==> config.mk <==
export PLATFORM = sky130hd
export DESIGN_NAME = usb_status_regs
export DESIGN_NICKNAME = d
export VERILOG_FILES = /design/src/core/usb_regs_pkg.sv /design/src/core/pin_filter.sv /design/src/core/usb_status_regs.sv
export SDC_FILE = /design/constraint.sdc
export NUM_CORES = 1
export LEC_CHECK = 0
export BUFFER_PORTS_ARGS = -buffer_cell sky130_fd_sc_hd__buf_2
export CORE_MARGIN = 2
export CORE_UTILIZATION = 40
export CTS_CLUSTER_SIZE = 20
export DETAILED_ROUTE_END_ITERATION = 12
export PLACE_DENSITY = 0.64
export SLEW_MARGIN = 25
export SYNTH_ARGS = -nofsm -noshare
export SYNTH_HDL_FRONTEND = slang
export SYNTH_SLANG_ARGS = --single-unit
==> constraint.sdc <==
create_clock -name core_clk -period 2.95 [get_ports core_clk]
set_input_delay 0.295 -clock core_clk [delete_from_list [all_inputs] [get_ports core_clk]]
set_output_delay 0.295 -clock core_clk [all_outputs]
set_load 0.02 [all_outputs]
==> src/core/usb_regs_pkg.sv <==
package usb_regs_pkg;

   // Register offsets, reached through the address pointer
   localparam logic [7:0] OFF_CTRL1 = 8'h05;
   localparam logic [7:0] OFF_INT_EN = 8'h06;
   localparam logic [7:0] OFF_INT_FLAGS = 8'h0d;
   localparam logic [7:0] OFF_SET_SEL = 8'h0e;
   localparam logic [7:0] OFF_ROLE = 8'h0f;
   localparam logic [7:0] OFF_FRAME_LO = 8'h15;
   localparam logic [7:0] OFF_FRAME_HI = 8'h16;
   localparam logic [7:0] OFF_CNT_LO = 8'h35;
   localparam logic [7:0] OFF_CNT_HI = 8'h36;

   // Field positions in the flags register
   localparam int FLAG_DMA_BUSY = 7;
   localparam int FLAG_USB_RST = 6;
   localparam int FLAG_SOF = 5;
   localparam int FLAG_DMA_DONE = 4;
   localparam int EVENT_BITS = 7;

   // Field positions in the first control register
   localparam int CTRL1_DMA_EN = 1;
   localparam int CTRL1_DMA_DIR = 2;

   // Field positions in the role and polarity register
   localparam int ROLE_HOST = 7;
   localparam int ROLE_SWAP = 6;

   // Frame number layout in the two frame registers
   localparam int FRAME_W = 11;
   localparam int FRAME_LO_POS = 1;
   localparam int FRAME_HI_POS = 4;

   // Reset values
   localparam logic [7:0] RST_BYTE = 8'h00;
   localparam logic [11:0] RST_PINS = 12'he00;

   // Microprocessor pins after the synchroniser, active low strobes
   typedef struct packed {
      logic cs_n;
      logic rd_n;
      logic wr_n;
      logic a0;
      logic [7:0] data;
   } cpu_pins_s;

   // Events and state from the serial engine, same clock
   typedef struct packed {
      logic usb_reset;
      logic sof;
      logic [FRAME_W-1:0] frame;
      logic [3:0] ep_done;
      logic [3:0] set_sel;
      logic dma_byte;
   } sie_events_s;

   // Control levels handed to the rest of the controller
   typedef struct packed {
      logic host_mode;
      logic polarity_swap;
      logic dma_active;
      logic dma_dir;
      logic dma_start;
      logic endpoint_three_enable;
   } ctrl_out_s;

endpackage : usb_regs_pkg

==> src/core/pin_filter.sv <==
`timescale 1ns/10ps
module pin_filter #(
   parameter int unsigned W = 1,      // Number of pins
   parameter logic [W-1:0] RST_VAL = '0 // Idle level of the pins
) (
   input wire logic core_clk,
   input wire logic sys_rst,
   input wire logic [W-1:0] pin_in,
   output logic [W-1:0] pin_out
);

   // Refuse an empty pin group
   if (W < 1) begin : g_chk
      $error("pin_filter needs at least one pin");
   end

   // Three stages plus the accepted level
   typedef struct packed {
      logic [W-1:0] s1;
      logic [W-1:0] s2;
      logic [W-1:0] s3;
      logic [W-1:0] q;
   } st_s;

   st_s s_q;
   st_s s_d;

   // First stage is read only by the second one
   always_comb begin
      s_d = s_q;
      s_d.s1 = pin_in;
      s_d.s2 = s_q.s1;
      s_d.s3 = s_q.s2;
      // A bit moves only once stages two and three agree
      s_d.q = (~(s_q.s2 ^ s_q.s3) & s_q.s3) | ((s_q.s2 ^ s_q.s3) & s_q.q);
   end

   // Idle level at reset keeps strobes inactive
   always_ff @(posedge core_clk) begin
      if (sys_rst) begin
         s_q <= {RST_VAL, RST_VAL, RST_VAL, RST_VAL};
      end else begin
         s_q <= s_d;
      end
   end

   assign pin_out = s_q.q;

endmodule : pin_filter

==> src/core/usb_status_regs.sv <==
`timescale 1ns/10ps
module usb_status_regs import usb_regs_pkg::*; #(
   parameter int unsigned COUNT_W = 16 // DMA byte count width
) (
   input wire logic core_clk,
   input wire logic sys_rst,
   input wire cpu_pins_s cpu_pins,
   output logic [7:0] data_out,
   output logic data_oe,
   input wire sie_events_s sie_ev,
   output ctrl_out_s ctrl,
   output logic [COUNT_W-1:0] dma_remaining,
   output logic interrupt_request_out
);

   // Two byte registers carry the count, so only sixteen fits
   if (COUNT_W != 16) begin : g_chk
      $error("usb_status_regs supports a sixteen bit count only");
   end

   // Whole state of the block
   typedef struct packed {
      logic [7:0] addr;                 // Address pointer
      logic [7:0] ctrl1;                // DMA enable and direction
      logic [7:0] int_en;               // Interrupt mask
      logic [EVENT_BITS-1:0] flags;     // Sticky event flags
      logic [3:0] set_sel;              // Buffer set mirror
      logic [7:0] role;                 // Role and polarity
      logic [FRAME_W-1:0] frame;        // Last frame number
      logic [COUNT_W-1:0] count;        // Programmed byte count
      logic [COUNT_W-1:0] remaining;    // Bytes left in the run
      logic busy;                       // DMA run in progress
      logic start;                      // One-cycle start pulse
      logic wr_prev;                    // Write strobe of last cycle
      logic irq;                        // Registered request
      logic [7:0] rdata;                // Read data latch
      logic oe;                         // Data bus drive
   } st_s;

   st_s s_q;
   st_s s_d;
   cpu_pins_s pins;
   logic rd_act;
   logic wr_act;
   logic wr_pulse;
   logic reg_wr;
   logic hi_wr;
   logic [EVENT_BITS-1:0] clr;
   logic [EVENT_BITS-1:0] setv;
   logic dma_done;
   logic [7:0] rmux;

   // Every pin passes the three stage filter
   pin_filter #(
      .W(12),
      .RST_VAL(RST_PINS)
   ) u_pins (
      .core_clk(core_clk),
      .sys_rst(sys_rst),
      .pin_in(cpu_pins),
      .pin_out(pins)
   );

   // Strobes qualified by chip select
   assign rd_act = !pins.cs_n && !pins.rd_n;
   assign wr_act = !pins.cs_n && !pins.wr_n;
   // A write acts once, on the first filtered cycle
   assign wr_pulse = wr_act && !s_q.wr_prev;
   // A0 high reaches the register at the pointer
   assign reg_wr = wr_pulse && pins.a0;
   assign hi_wr = reg_wr && (s_q.addr == OFF_CNT_HI);

   // Read multiplexer over the pointer
   always_comb begin
      unique case (s_q.addr)
         OFF_CTRL1: rmux = s_q.ctrl1;
         OFF_INT_EN: rmux = s_q.int_en;
         OFF_INT_FLAGS: rmux = {s_q.busy, s_q.flags};
         OFF_SET_SEL: rmux = {4'h0, s_q.set_sel};
         OFF_ROLE: rmux = s_q.role;
         // Undefined frame bits read as zero
         OFF_FRAME_LO: rmux = {s_q.frame[6:0], 1'b0};
         OFF_FRAME_HI: rmux = {s_q.frame[10:7], 4'h0};
         OFF_CNT_LO: rmux = s_q.count[7:0];
         OFF_CNT_HI: rmux = s_q.count[15:8];
         // Unmapped offsets read as zero
         default: rmux = RST_BYTE;
      endcase
   end

   // Next state of the whole block
   always_comb begin
      s_d = s_q;
      clr = '0;
      dma_done = 1'b0;
      s_d.start = 1'b0;
      s_d.wr_prev = wr_act;
      // Buffer set follows the engine
      s_d.set_sel = sie_ev.set_sel;
      // Frame captured at each start of frame
      if (sie_ev.sof) begin
         s_d.frame = sie_ev.frame;
      end
      // A0 low loads the pointer
      if (wr_pulse && !pins.a0) begin
         s_d.addr = pins.data;
      end
      // Register writes
      if (reg_wr) begin
         unique case (s_q.addr)
            OFF_CTRL1: s_d.ctrl1 = pins.data;
            OFF_INT_EN: s_d.int_en = pins.data;
            OFF_INT_FLAGS: clr = pins.data[EVENT_BITS-1:0];
            // Reserved bits are held at zero
            OFF_ROLE: s_d.role = {pins.data[ROLE_HOST], pins.data[ROLE_SWAP], 6'h00};
            OFF_CNT_LO: s_d.count[7:0] = pins.data;
            OFF_CNT_HI: s_d.count[15:8] = pins.data;
            // Frame registers, the buffer set register and unmapped offsets ignore writes
            default: ;
         endcase
      end
      // DMA run: enable must already be set before the high byte
      if (hi_wr && s_q.ctrl1[CTRL1_DMA_EN]) begin
         if ({pins.data, s_q.count[7:0]} == '0) begin
            // Nothing to move, so the run ends at once
            dma_done = 1'b1;
            s_d.busy = 1'b0;
         end else begin
            s_d.busy = 1'b1;
            s_d.start = 1'b1;
            s_d.remaining = {pins.data, s_q.count[7:0]};
         end
      end else if (s_q.busy && sie_ev.dma_byte) begin
         // One byte moved by the engine
         s_d.remaining = s_q.remaining - COUNT_W'(1);
         if (s_q.remaining == COUNT_W'(1)) begin
            s_d.busy = 1'b0;
            dma_done = 1'b1;
         end
      end
      // New events win over a clear in the same cycle
      setv = {sie_ev.usb_reset, sie_ev.sof, dma_done, sie_ev.ep_done};
      s_d.flags = (s_q.flags & ~clr) | setv;
      // Mask only gates the request line
      s_d.irq = |(s_d.flags & s_d.int_en[EVENT_BITS-1:0]);
      // Read data held fresh while the read strobe stands
      s_d.oe = rd_act;
      s_d.rdata = rd_act ? rmux : s_q.rdata;
   end

   // State register
   always_ff @(posedge core_clk) begin
      if (sys_rst) begin
         s_q <= '0;
      end else begin
         s_q <= s_d;
      end
   end

   // Outputs, all from flip-flops
   assign data_out = s_q.rdata;
   assign data_oe = s_q.oe;
   assign interrupt_request_out = s_q.irq;
   assign dma_remaining = s_q.remaining;
   assign ctrl.host_mode = s_q.role[ROLE_HOST];
   assign ctrl.polarity_swap = s_q.role[ROLE_SWAP];
   assign ctrl.dma_active = s_q.busy;
   assign ctrl.dma_dir = s_q.ctrl1[CTRL1_DMA_DIR];
   assign ctrl.dma_start = s_q.start;
   // The third endpoint has no processor path; DMA carries it
   assign ctrl.endpoint_three_enable = s_q.busy;
endmodule : usb_status_regs

=== Word level (Yosys, flattened, before mapping) ===
Cells that the tools add are included.

* Add/subtract/negate cells: 1
* $mul: 0
* Div/mod/pow operators: 0
* $lt $le $gt $ge: 0
* Equal/unequal tests: 11
* Shift operators: 0
* Muxes and demuxes: 14
* Bitwise logic cells: 10
* Reduce and logical (&&, ||, !) cells: 25

{| class="wikitable"
|+ Operator list
! kind !! count
|-
| case mux 8 bit (9 select lines) || 1
|-
| two-way mux 17 bit || 2
|-
| two-way mux 7 bit || 4
|-
| bitwise AND 12 bit || 2
|-
| == test 8 x 4 -> 1 bit (second input constant) || 3
|-
| == test 16 x 1 -> 1 bit (second input constant) || 1
|-
| == test 8 x 3 -> 1 bit (second input constant) || 2
|-
| == test 8 x 5 -> 1 bit (second input constant) || 2
|-
| == test 8 x 6 -> 1 bit (second input constant) || 2
|-
| logical NOT 16 bit || 1
|-
| two-way mux 16 bit || 1
|-
| subtractor 16 x 1 -> 16 bit (second input constant) || 1
|-
| bitwise AND 7 bit || 2
|-
| AND reduction 2 bit || 7
|-
| NOT 12 bit || 1
|-
| OR 12 bit || 1
|-
| XOR 12 bit || 1
|-
| logical AND 1 bit || 8
|-
| NOT 7 bit || 1
|-
| OR 7 bit || 1
|-
| OR reduction 7 bit || 1
|-
| two-way mux 1 bit || 6
|-
| logical NOT 1 bit || 5
|-
| nonzero test 2 bit || 2
|-
| other kinds (3) || 3
|}

* Register bits after elaboration: 141
* Bits in latches: 0
* Bits in writable memories: 0
* ROM bits: 0
* Input port bits: 36
* Output and inout port bits: 32
* Word-level logic and storage cells: 82
* Memories kept: 0

=== Logic depth before layout (Yosys ltp) ===
Gate-level depths: netlist of run 1.

* Word-level depth: 10
* Depth in mapped cells: 9

=== By module ===
Synthesis of run 1 repeated with hierarchy kept, for this count alone.

* Cells, all modules: 687
* Area total of the unflattened synthesis: 6242.2 um^2

{| class="wikitable"
|+ Modules (own cells, without submodules)
! module !! times used !! cells an instance !! area each (um^2) !! sequential area each (um^2)
|-
| usb_status_regs || 1 || 550 || 4752.1 || 1861.8
|-
| pin_filter || 1 || 137 || 1490.2 || 960.9
|}

=== Worst setup path before layout of run 1 ===
No wires, ideal clock.

* Path kind: register -> register
* From: register with a tool-made name
* To: register s_q, in the netlist dma_remaining[0]
* Arrival: 2001 ps
* Slack: 822 ps
* Cell stages (with the launch flop): 8
* Buffers on the path: 2
* Cell sequence: dfxtp_1 > nor4b_4 > and4_1 > buf_2 > mux2_2 > buf_2 > a221oi_1 > nor2_1

{| class="wikitable"
|+ RTL lines
! item !! RTL line !! RTL
|-
| to (signal assigned) || usb_status_regs.sv:154 || <nowiki>s_q <= '0;</nowiki>
|-
| to (signal assigned) || usb_status_regs.sv:156 || <nowiki>s_q <= s_d;</nowiki>
|-
| to (decl) || usb_status_regs.sv:40 || <nowiki>st_s s_q;</nowiki>
|}

=== Worst setup path in the final report of run 1 ===
* From: register s_q[92] (netlist name)
* To: register s_q, in the netlist dma_remaining[6]

* Cells in the longest elaborated chain, start to end: 5

{| class="wikitable"
|+ Ends and longest elaborated chain
! item !! RTL line !! RTL
|-
| == test 8 x 6 -> 1 bit (*) || usb_status_regs.sv:71 || <nowiki>assign hi_wr = reg_wr && (s_q.addr == OFF_CNT_HI);</nowiki>
|-
| logical AND 1 bit (*) || usb_status_regs.sv:71 ||
|-
| logical AND 1 bit (*) || usb_status_regs.sv:123 || <nowiki>if (hi_wr && s_q.ctrl1[CTRL1_DMA_EN]) begin</nowiki>
|-
| inequality test 2 bit (no line) or nonzero test 2 bit (tied branches) || - ||
|-
| AND reduction 2 bit (no line) || - ||
|}

Mark *: on every way between the ends. The rest lies on a longest branch, timed or not.
A chain may end at the register's enable or synchronous reset.

==> impl_metrics.toml, run 1 <==
[sta]
relSlewSlack = 0.551
final_hold_viol_count = 0
setup_viol = 0
clock_skew_ns = 0.00972
period_share = 0.842
layout_setup_ws_ns = 0.465
tns_ns = 0
maxSlewViolCount = 0
period_minus_slack_ns = 2.48
worst_pin_slew_ns = 0.671
rsz0062_at_grt = "false"
fmax_mhz = 402

[outcome]
status = "completed"

[detailed_routing]
drt_iter0_drc = 375
drc = 0
via_count = 4853
drt-vias-per-instance = 5.42
routed_wl_um = 14700
dr.pass1.iters = 5
ant_nets = 0
wl_per_cell_um = 16.4

[critical_path]
timing.rr.start = "s_q[92]"
ff2ff_setup_slack_ns = 0.47
worst-path-max-fanout = 20
crit_type = "flop to flop"
rr_endpoint = "dma_remaining[6]"
start_kind = "flop"
critPathLaunch = "s_q[92]"
arrival_ns = 2.80
crit_end = "dma_remaining[6]"
cp_data_required_time_ns = 3.26
critPathCaptureType = "flop"
worstRegToRegCells = 6

[logic_synthesis]
ys_types = 52
yosys_warnings = 0
ys_async_sr_fraction = 0
syn_nets = 701
ys_top_cells_by_area = "dfxtp_1, mux2i_1, nor2_1"
synth_top_area_frac = 0.475
synth-edff-count = 0
synth-seq-cells = 141
yosys.area.top_type = "dfxtp_1"
synth_common_cells = "dfxtp_1, nor2_1, mux2i_1"
postSynthCellCount = 663
synth_area_um2 = 5940
yosysMostFrequentCell = "dfxtp_1"
ys_seq_area_frac = 0.475
syn_area_per_cell_um2 = 8.96
synth-main-ff-cell = "dfxtp_1"

[floorplan]
dieArea_um2 = 15800
die_h_um = 126
core-area_um2 = 14500
die_w_um = 126
num_io_pins = 68
start_util = 0.409
rows = 44

[cells_and_area]
areaGrowthSynthToFinish_pct = 15.4
nNetsFinal = 736
drive_above_1_share = 0.205
diodes = 0

[global_route]
grt_pass1_wl_um = 23500
grt_use_total = 0.187
grt_pass1_vias = 4494
grt_max_degree = 64
grt-ovfl-total = 0
antenna_found_initial = 0

[pwr]
power.density_nw_per_um2 = 601
p_leak_nw = 2.88
ir_worst_vdd_mv = 0.377

[worst_hold_path]
hp-class = "input pin to flop"

[place]
pre_cts_slack_ns = 0.469
finalWeightedCongestion = 0.870
place_hpwl_um = 10200
numPortBuffers = 67

[clocking]
cts_setup_buffers = 0
cts_sinks = 141
cts_resized = 0
clock_latency_ns = 0.42
htreeDepth = 4
cts_tree = "done"
hold_buffers = 0
numCtsBuffers = 17
clock-root-buffer = "clkbuf_16"
path_clk_slew_ns = 0.06
cts_buffer_depth = 2

[flow_run]
cap_violations = 0
## logic make-up after synthesis
group,share of synthesized area
compound gates,0.136
mux,0.0971
simple gates,0.217
flops,0.475
buf+inv,0.0693
fa+ha+maj,0.00421
xor+xnor,0.00148
## per-layer routing
layer / GRT usage / share of wire
met1: 0.253 / 0.47
met2: 0.294 / 0.45
met3: 0.0425 / 0.065
met4: 0.0692 / 0.014
met5: 0 / 0
## sequential cells by signal, summed over array words and instances (netlist names), named ones only
register               cells
s_q                       62
u_pins.s_d                24
dma_remaining             16
u_pins.s_q                12
data_out                   8
ctrl                       5
data_oe                    1
interrupt_request_out      1
## area by class of cell
class	count	area, um2
clock buffers	18	429
clock inverters	14	144
fillers	1424	7680
inverters	5	18.8
multi-input cells	445	2710
flip-flops and latches	141	2820
well taps	184	230
repair buffers	88	495
## cells in the final DEF (no fill, tap or decap), types with 6 or more instances in the layout
master | synthesis | routed
nand3_1 | 15 | 15
dfxtp_1 | 141 | 141
nand2_1 | 37 | 37
o22ai_1 | 8 | 8
a22oi_1 | 15 | 15
or2_2 | 11 | 11
a31oi_1 | 6 | 6
o21ai_0 | 33 | 33
a21oi_1 | 44 | 44
a221oi_1 | 7 | 7
buf_2 | 8 | 66
and2_1 | 6 | 6
nor2b_1 | 34 | 34
mux2i_1 | 52 | 52
nor4_1 | 7 | 7
buf_4 | 30 | 22
nor2_1 | 101 | 101
nor3_1 | 12 | 12
clkbuf_16 | 0 | 17
## worst max-delay path, cell delays in order, from the launching register on
cell and delay, ns:
dfxtp_1 0.51, and4bb_2 0.60, and4_1 0.31, mux2_2 0.48, o21ai_0 0.18, o21ai_0 0.10
and2_1 0.18
## metrics by stage
| step | hold WS (ns) | util | cells | total power, mW | cell area [um2] |
|---|---|---|---|---|---|
| finish | 0.0563 | 0.471 | 895 | 4.12 | 6850 |
| detailed placement | 0.393 | 0.432 | 863 | 2.10 | 6280 |
| CTS | 0.0411 | 0.471 | 895 | 4.16 | 6850 |
| floorplan | 0.389 | - | 663 | 2.06 | 5940 |
| global route | 0.0461 | 0.471 | 895 | 4.25 | 6850 |
| global placement | 0.396 | 0.432 | 863 | 2.10 | 6280 |
## power by group
part | switching, mW | internal (mW) | total (mW)
registers | 0.0184 | 1.94 | 1.96
logic | 0.0553 | 0.0452 | 0.100
clock network | 0.813 | 1.24 | 2.06
total | 0.887 | 3.23 | 4.12
## worst min path at each step
stage | start | endpoint | slack [ns] | depth (start not counted)
after floorplan | u_pins.s_d[33] | u_pins.s_d[21] | 0.39 | 1
after global placement | u_pins.s_d[35] | u_pins.s_d[23] | 0.40 | 1
after detailed placement | u_pins.s_d[33] | u_pins.s_d[21] | 0.39 | 1
after CTS | cpu_pins[9] | u_pins.s_d[33] | 0.04 | 2
after global routing | cpu_pins[11] | u_pins.s_d[35] | 0.05 | 2
final | cpu_pins[9] | u_pins.s_d[33] | 0.06 | 2
(Power assumes the default switching activity.)
==> run 2: changes to the inputs <==
- PLACE_DENSITY: 0.64 -> 0.66
- clock period: 2.95 -> 2.1 ns (I/O delays scaled with it)
==> impl_metrics.toml, run 2 (synthesis gave the netlist of run 1 again) <==
[sta]
setup_viol = 0
period_minus_slack_ns = 2.03
worst_pin_slew_ns = 0.590
final_hold_viol_count = 0
clock_skew_ns = 0.00742
period_share = 0.966
relSlewSlack = 0.603
maxSlewViolCount = 0
fmax_mhz = 493

[critical_path]
ff2ff_setup_slack_ns = 0.07
crit_type = "flop to flop"
cp_data_required_time_ns = 2.41
critPathCaptureType = "flop"
slowest_stage = "o41a_1"
arrival_ns = 2.34
start_kind = "flop"
worst-path-max-fanout = 6
cpPeakStageDelay_ns = 0.40
worstRegToRegCells = 8
path_cells = "nor4b_4 > buf_4 > and4_4 > buf_4 > nand2_1 > a21oi_2 > o22ai_1 > o41a_1"
cpMostUsedCell = "buf_4"

[cells_and_area]
nFillCells = 1378
largest_reg_flops = 62
areaGrowthSynthToFinish_pct = 23.4
final_cells = 942
nNetsFinal = 783
diodes = 0
layout_commonest_cell = "dfxtp_1"
largest_register = "s_q"
drive_above_1_share = 0.261
final_cell_mix = "dfxtp_1, nor2_1, buf_2"
finish.utilization = 0.504

[clocking]
htreeDepth = 4
numCtsBuffers = 17
cts_tree = "done"
clock_latency_ns = 0.42
clock-root-buffer = "clkbuf_16"
path_clk_slew_ns = 0.06
cts_buffer_depth = 2
cts_sinks = 141

[global_route]
grt_pass1_wl_um = 24700
grt_use_total = 0.197
grt_pass1_vias = 4740
antenna_found_initial = 0
grt-ovfl-total = 0
grt_max_degree = 125

[floorplan]
die_w_um = 126
num_io_pins = 68
rows = 44
dieArea_um2 = 15800
start_util = 0.409
core-area_um2 = 14500
die_h_um = 126

[pwr]
power.density_nw_per_um2 = 775
ir_worst_vdd_mv = 0.545
p_leak_nw = 3.10

[place]
numPlacedInstances = 892
place_hpwl_um = 10700
finalWeightedCongestion = 0.877
numPortBuffers = 67

[outcome]
status = "completed"

[detailed_routing]
ant_nets = 0
routed_wl_um = 15600
drt-vias-per-instance = 5.36
drc = 0
drt_iter0_drc = 451
via_count = 5046
dr.pass1.iters = 5
wl_per_cell_um = 16.6

[flow_run]
cap_violations = 0

[worst_hold_path]
hp-class = "input pin to flop"
min_path_cells = 3
-- run 2: cell types whose count changed in the layout (fill, tap and decap cells not counted), sizes merged --
cell,before,now
buf,88,120
dlygate4sd3,0,14
clkinv,8,3
inv,7,11
bufinv,2,0
clkinvlp,2,4
clkbuf,18,19
mux2,5,6
-- run 2: routing by layer --
metal / up-vias / routed length [um] / global-route usage
li1: 2462 / - / -
met1: 2382 / 7050 / 0.265
met2: 171 / 7170 / 0.307
met3: 31 / 999 / 0.0476
met4: 0 / 379 / 0.0802
met5: - / 0 / 0
-- run 2: area by class of cell --
| type | instances | area [um2] | share of cell area |
|---|---|---|---|
| Clock buffer | 19 | 443 | 0.0605 |
| Clock inverter | 13 | 104 | 0.0142 |
| Inverter | 5 | 18.8 | 0.00256 |
| Multi-Input combinational cell | 446 | 2810 | 0.384 |
| Sequential cell | 141 | 2830 | 0.386 |
| Tap cell | 184 | 230 | 0.0314 |
| Timing Repair Buffer | 134 | 888 | 0.121 |
-- run 2: timing repair --
action                                  in CTS  in global routing
pin swaps                                    1                  3
endpoints found under the setup margin       1                 17
gates resized for setup                      3                 26
hold buffers                                14                  0
gates cloned                                 0                  1
setup buffers                                1                  2
hold endpoints to repair                    14                  0
-- run 2: stage by stage --
stage	hold WS (ns)	total power, mW	area, um2	setup TNS [ns]	setup slack, ns
4_1_cts	0.00944	5.72	7220	0	0.00622
2_1_floorplan	0.314	2.89	5940	0	0.00593
5_1_grt	0.0245	5.86	7330	-0.00162	-0.00162
3_5_place_dp	0.395	2.96	6510	-0.0584	-0.0584
6_report	0.0199	5.68	7330	0	0.0709
3_3_place_gp	0.397	2.95	6510	0	0.0153
-- run 2: path summary, 6_finish.rpt --
path                        from                    end
setup / recovery         s_q[96]  interrupt_request_out
hold / removal        sie_ev[10]                s_q[46]
setup reg to reg         s_q[96]  interrupt_request_out
hold reg to reg   u_pins.s_d[34]         u_pins.s_d[22]
-- run 2: power by group --
group | switching, mW | internal (mW) | leakage, nW
Sequential | 0.0255 | 2.73 | 1.15
Clock | 1.20 | 1.56 | 0.259
Combinational | 0.0837 | 0.0833 | 1.69
-- run 2: critical path: cells and delay by family, from the launching register on --
kind,cells,cell delay (ns)
AO/OA/AOI/OAI,3,0.68
buffers and inverters,2,0.31
flip-flops,1,0.34
AND/OR/NAND/NOR,3,0.59
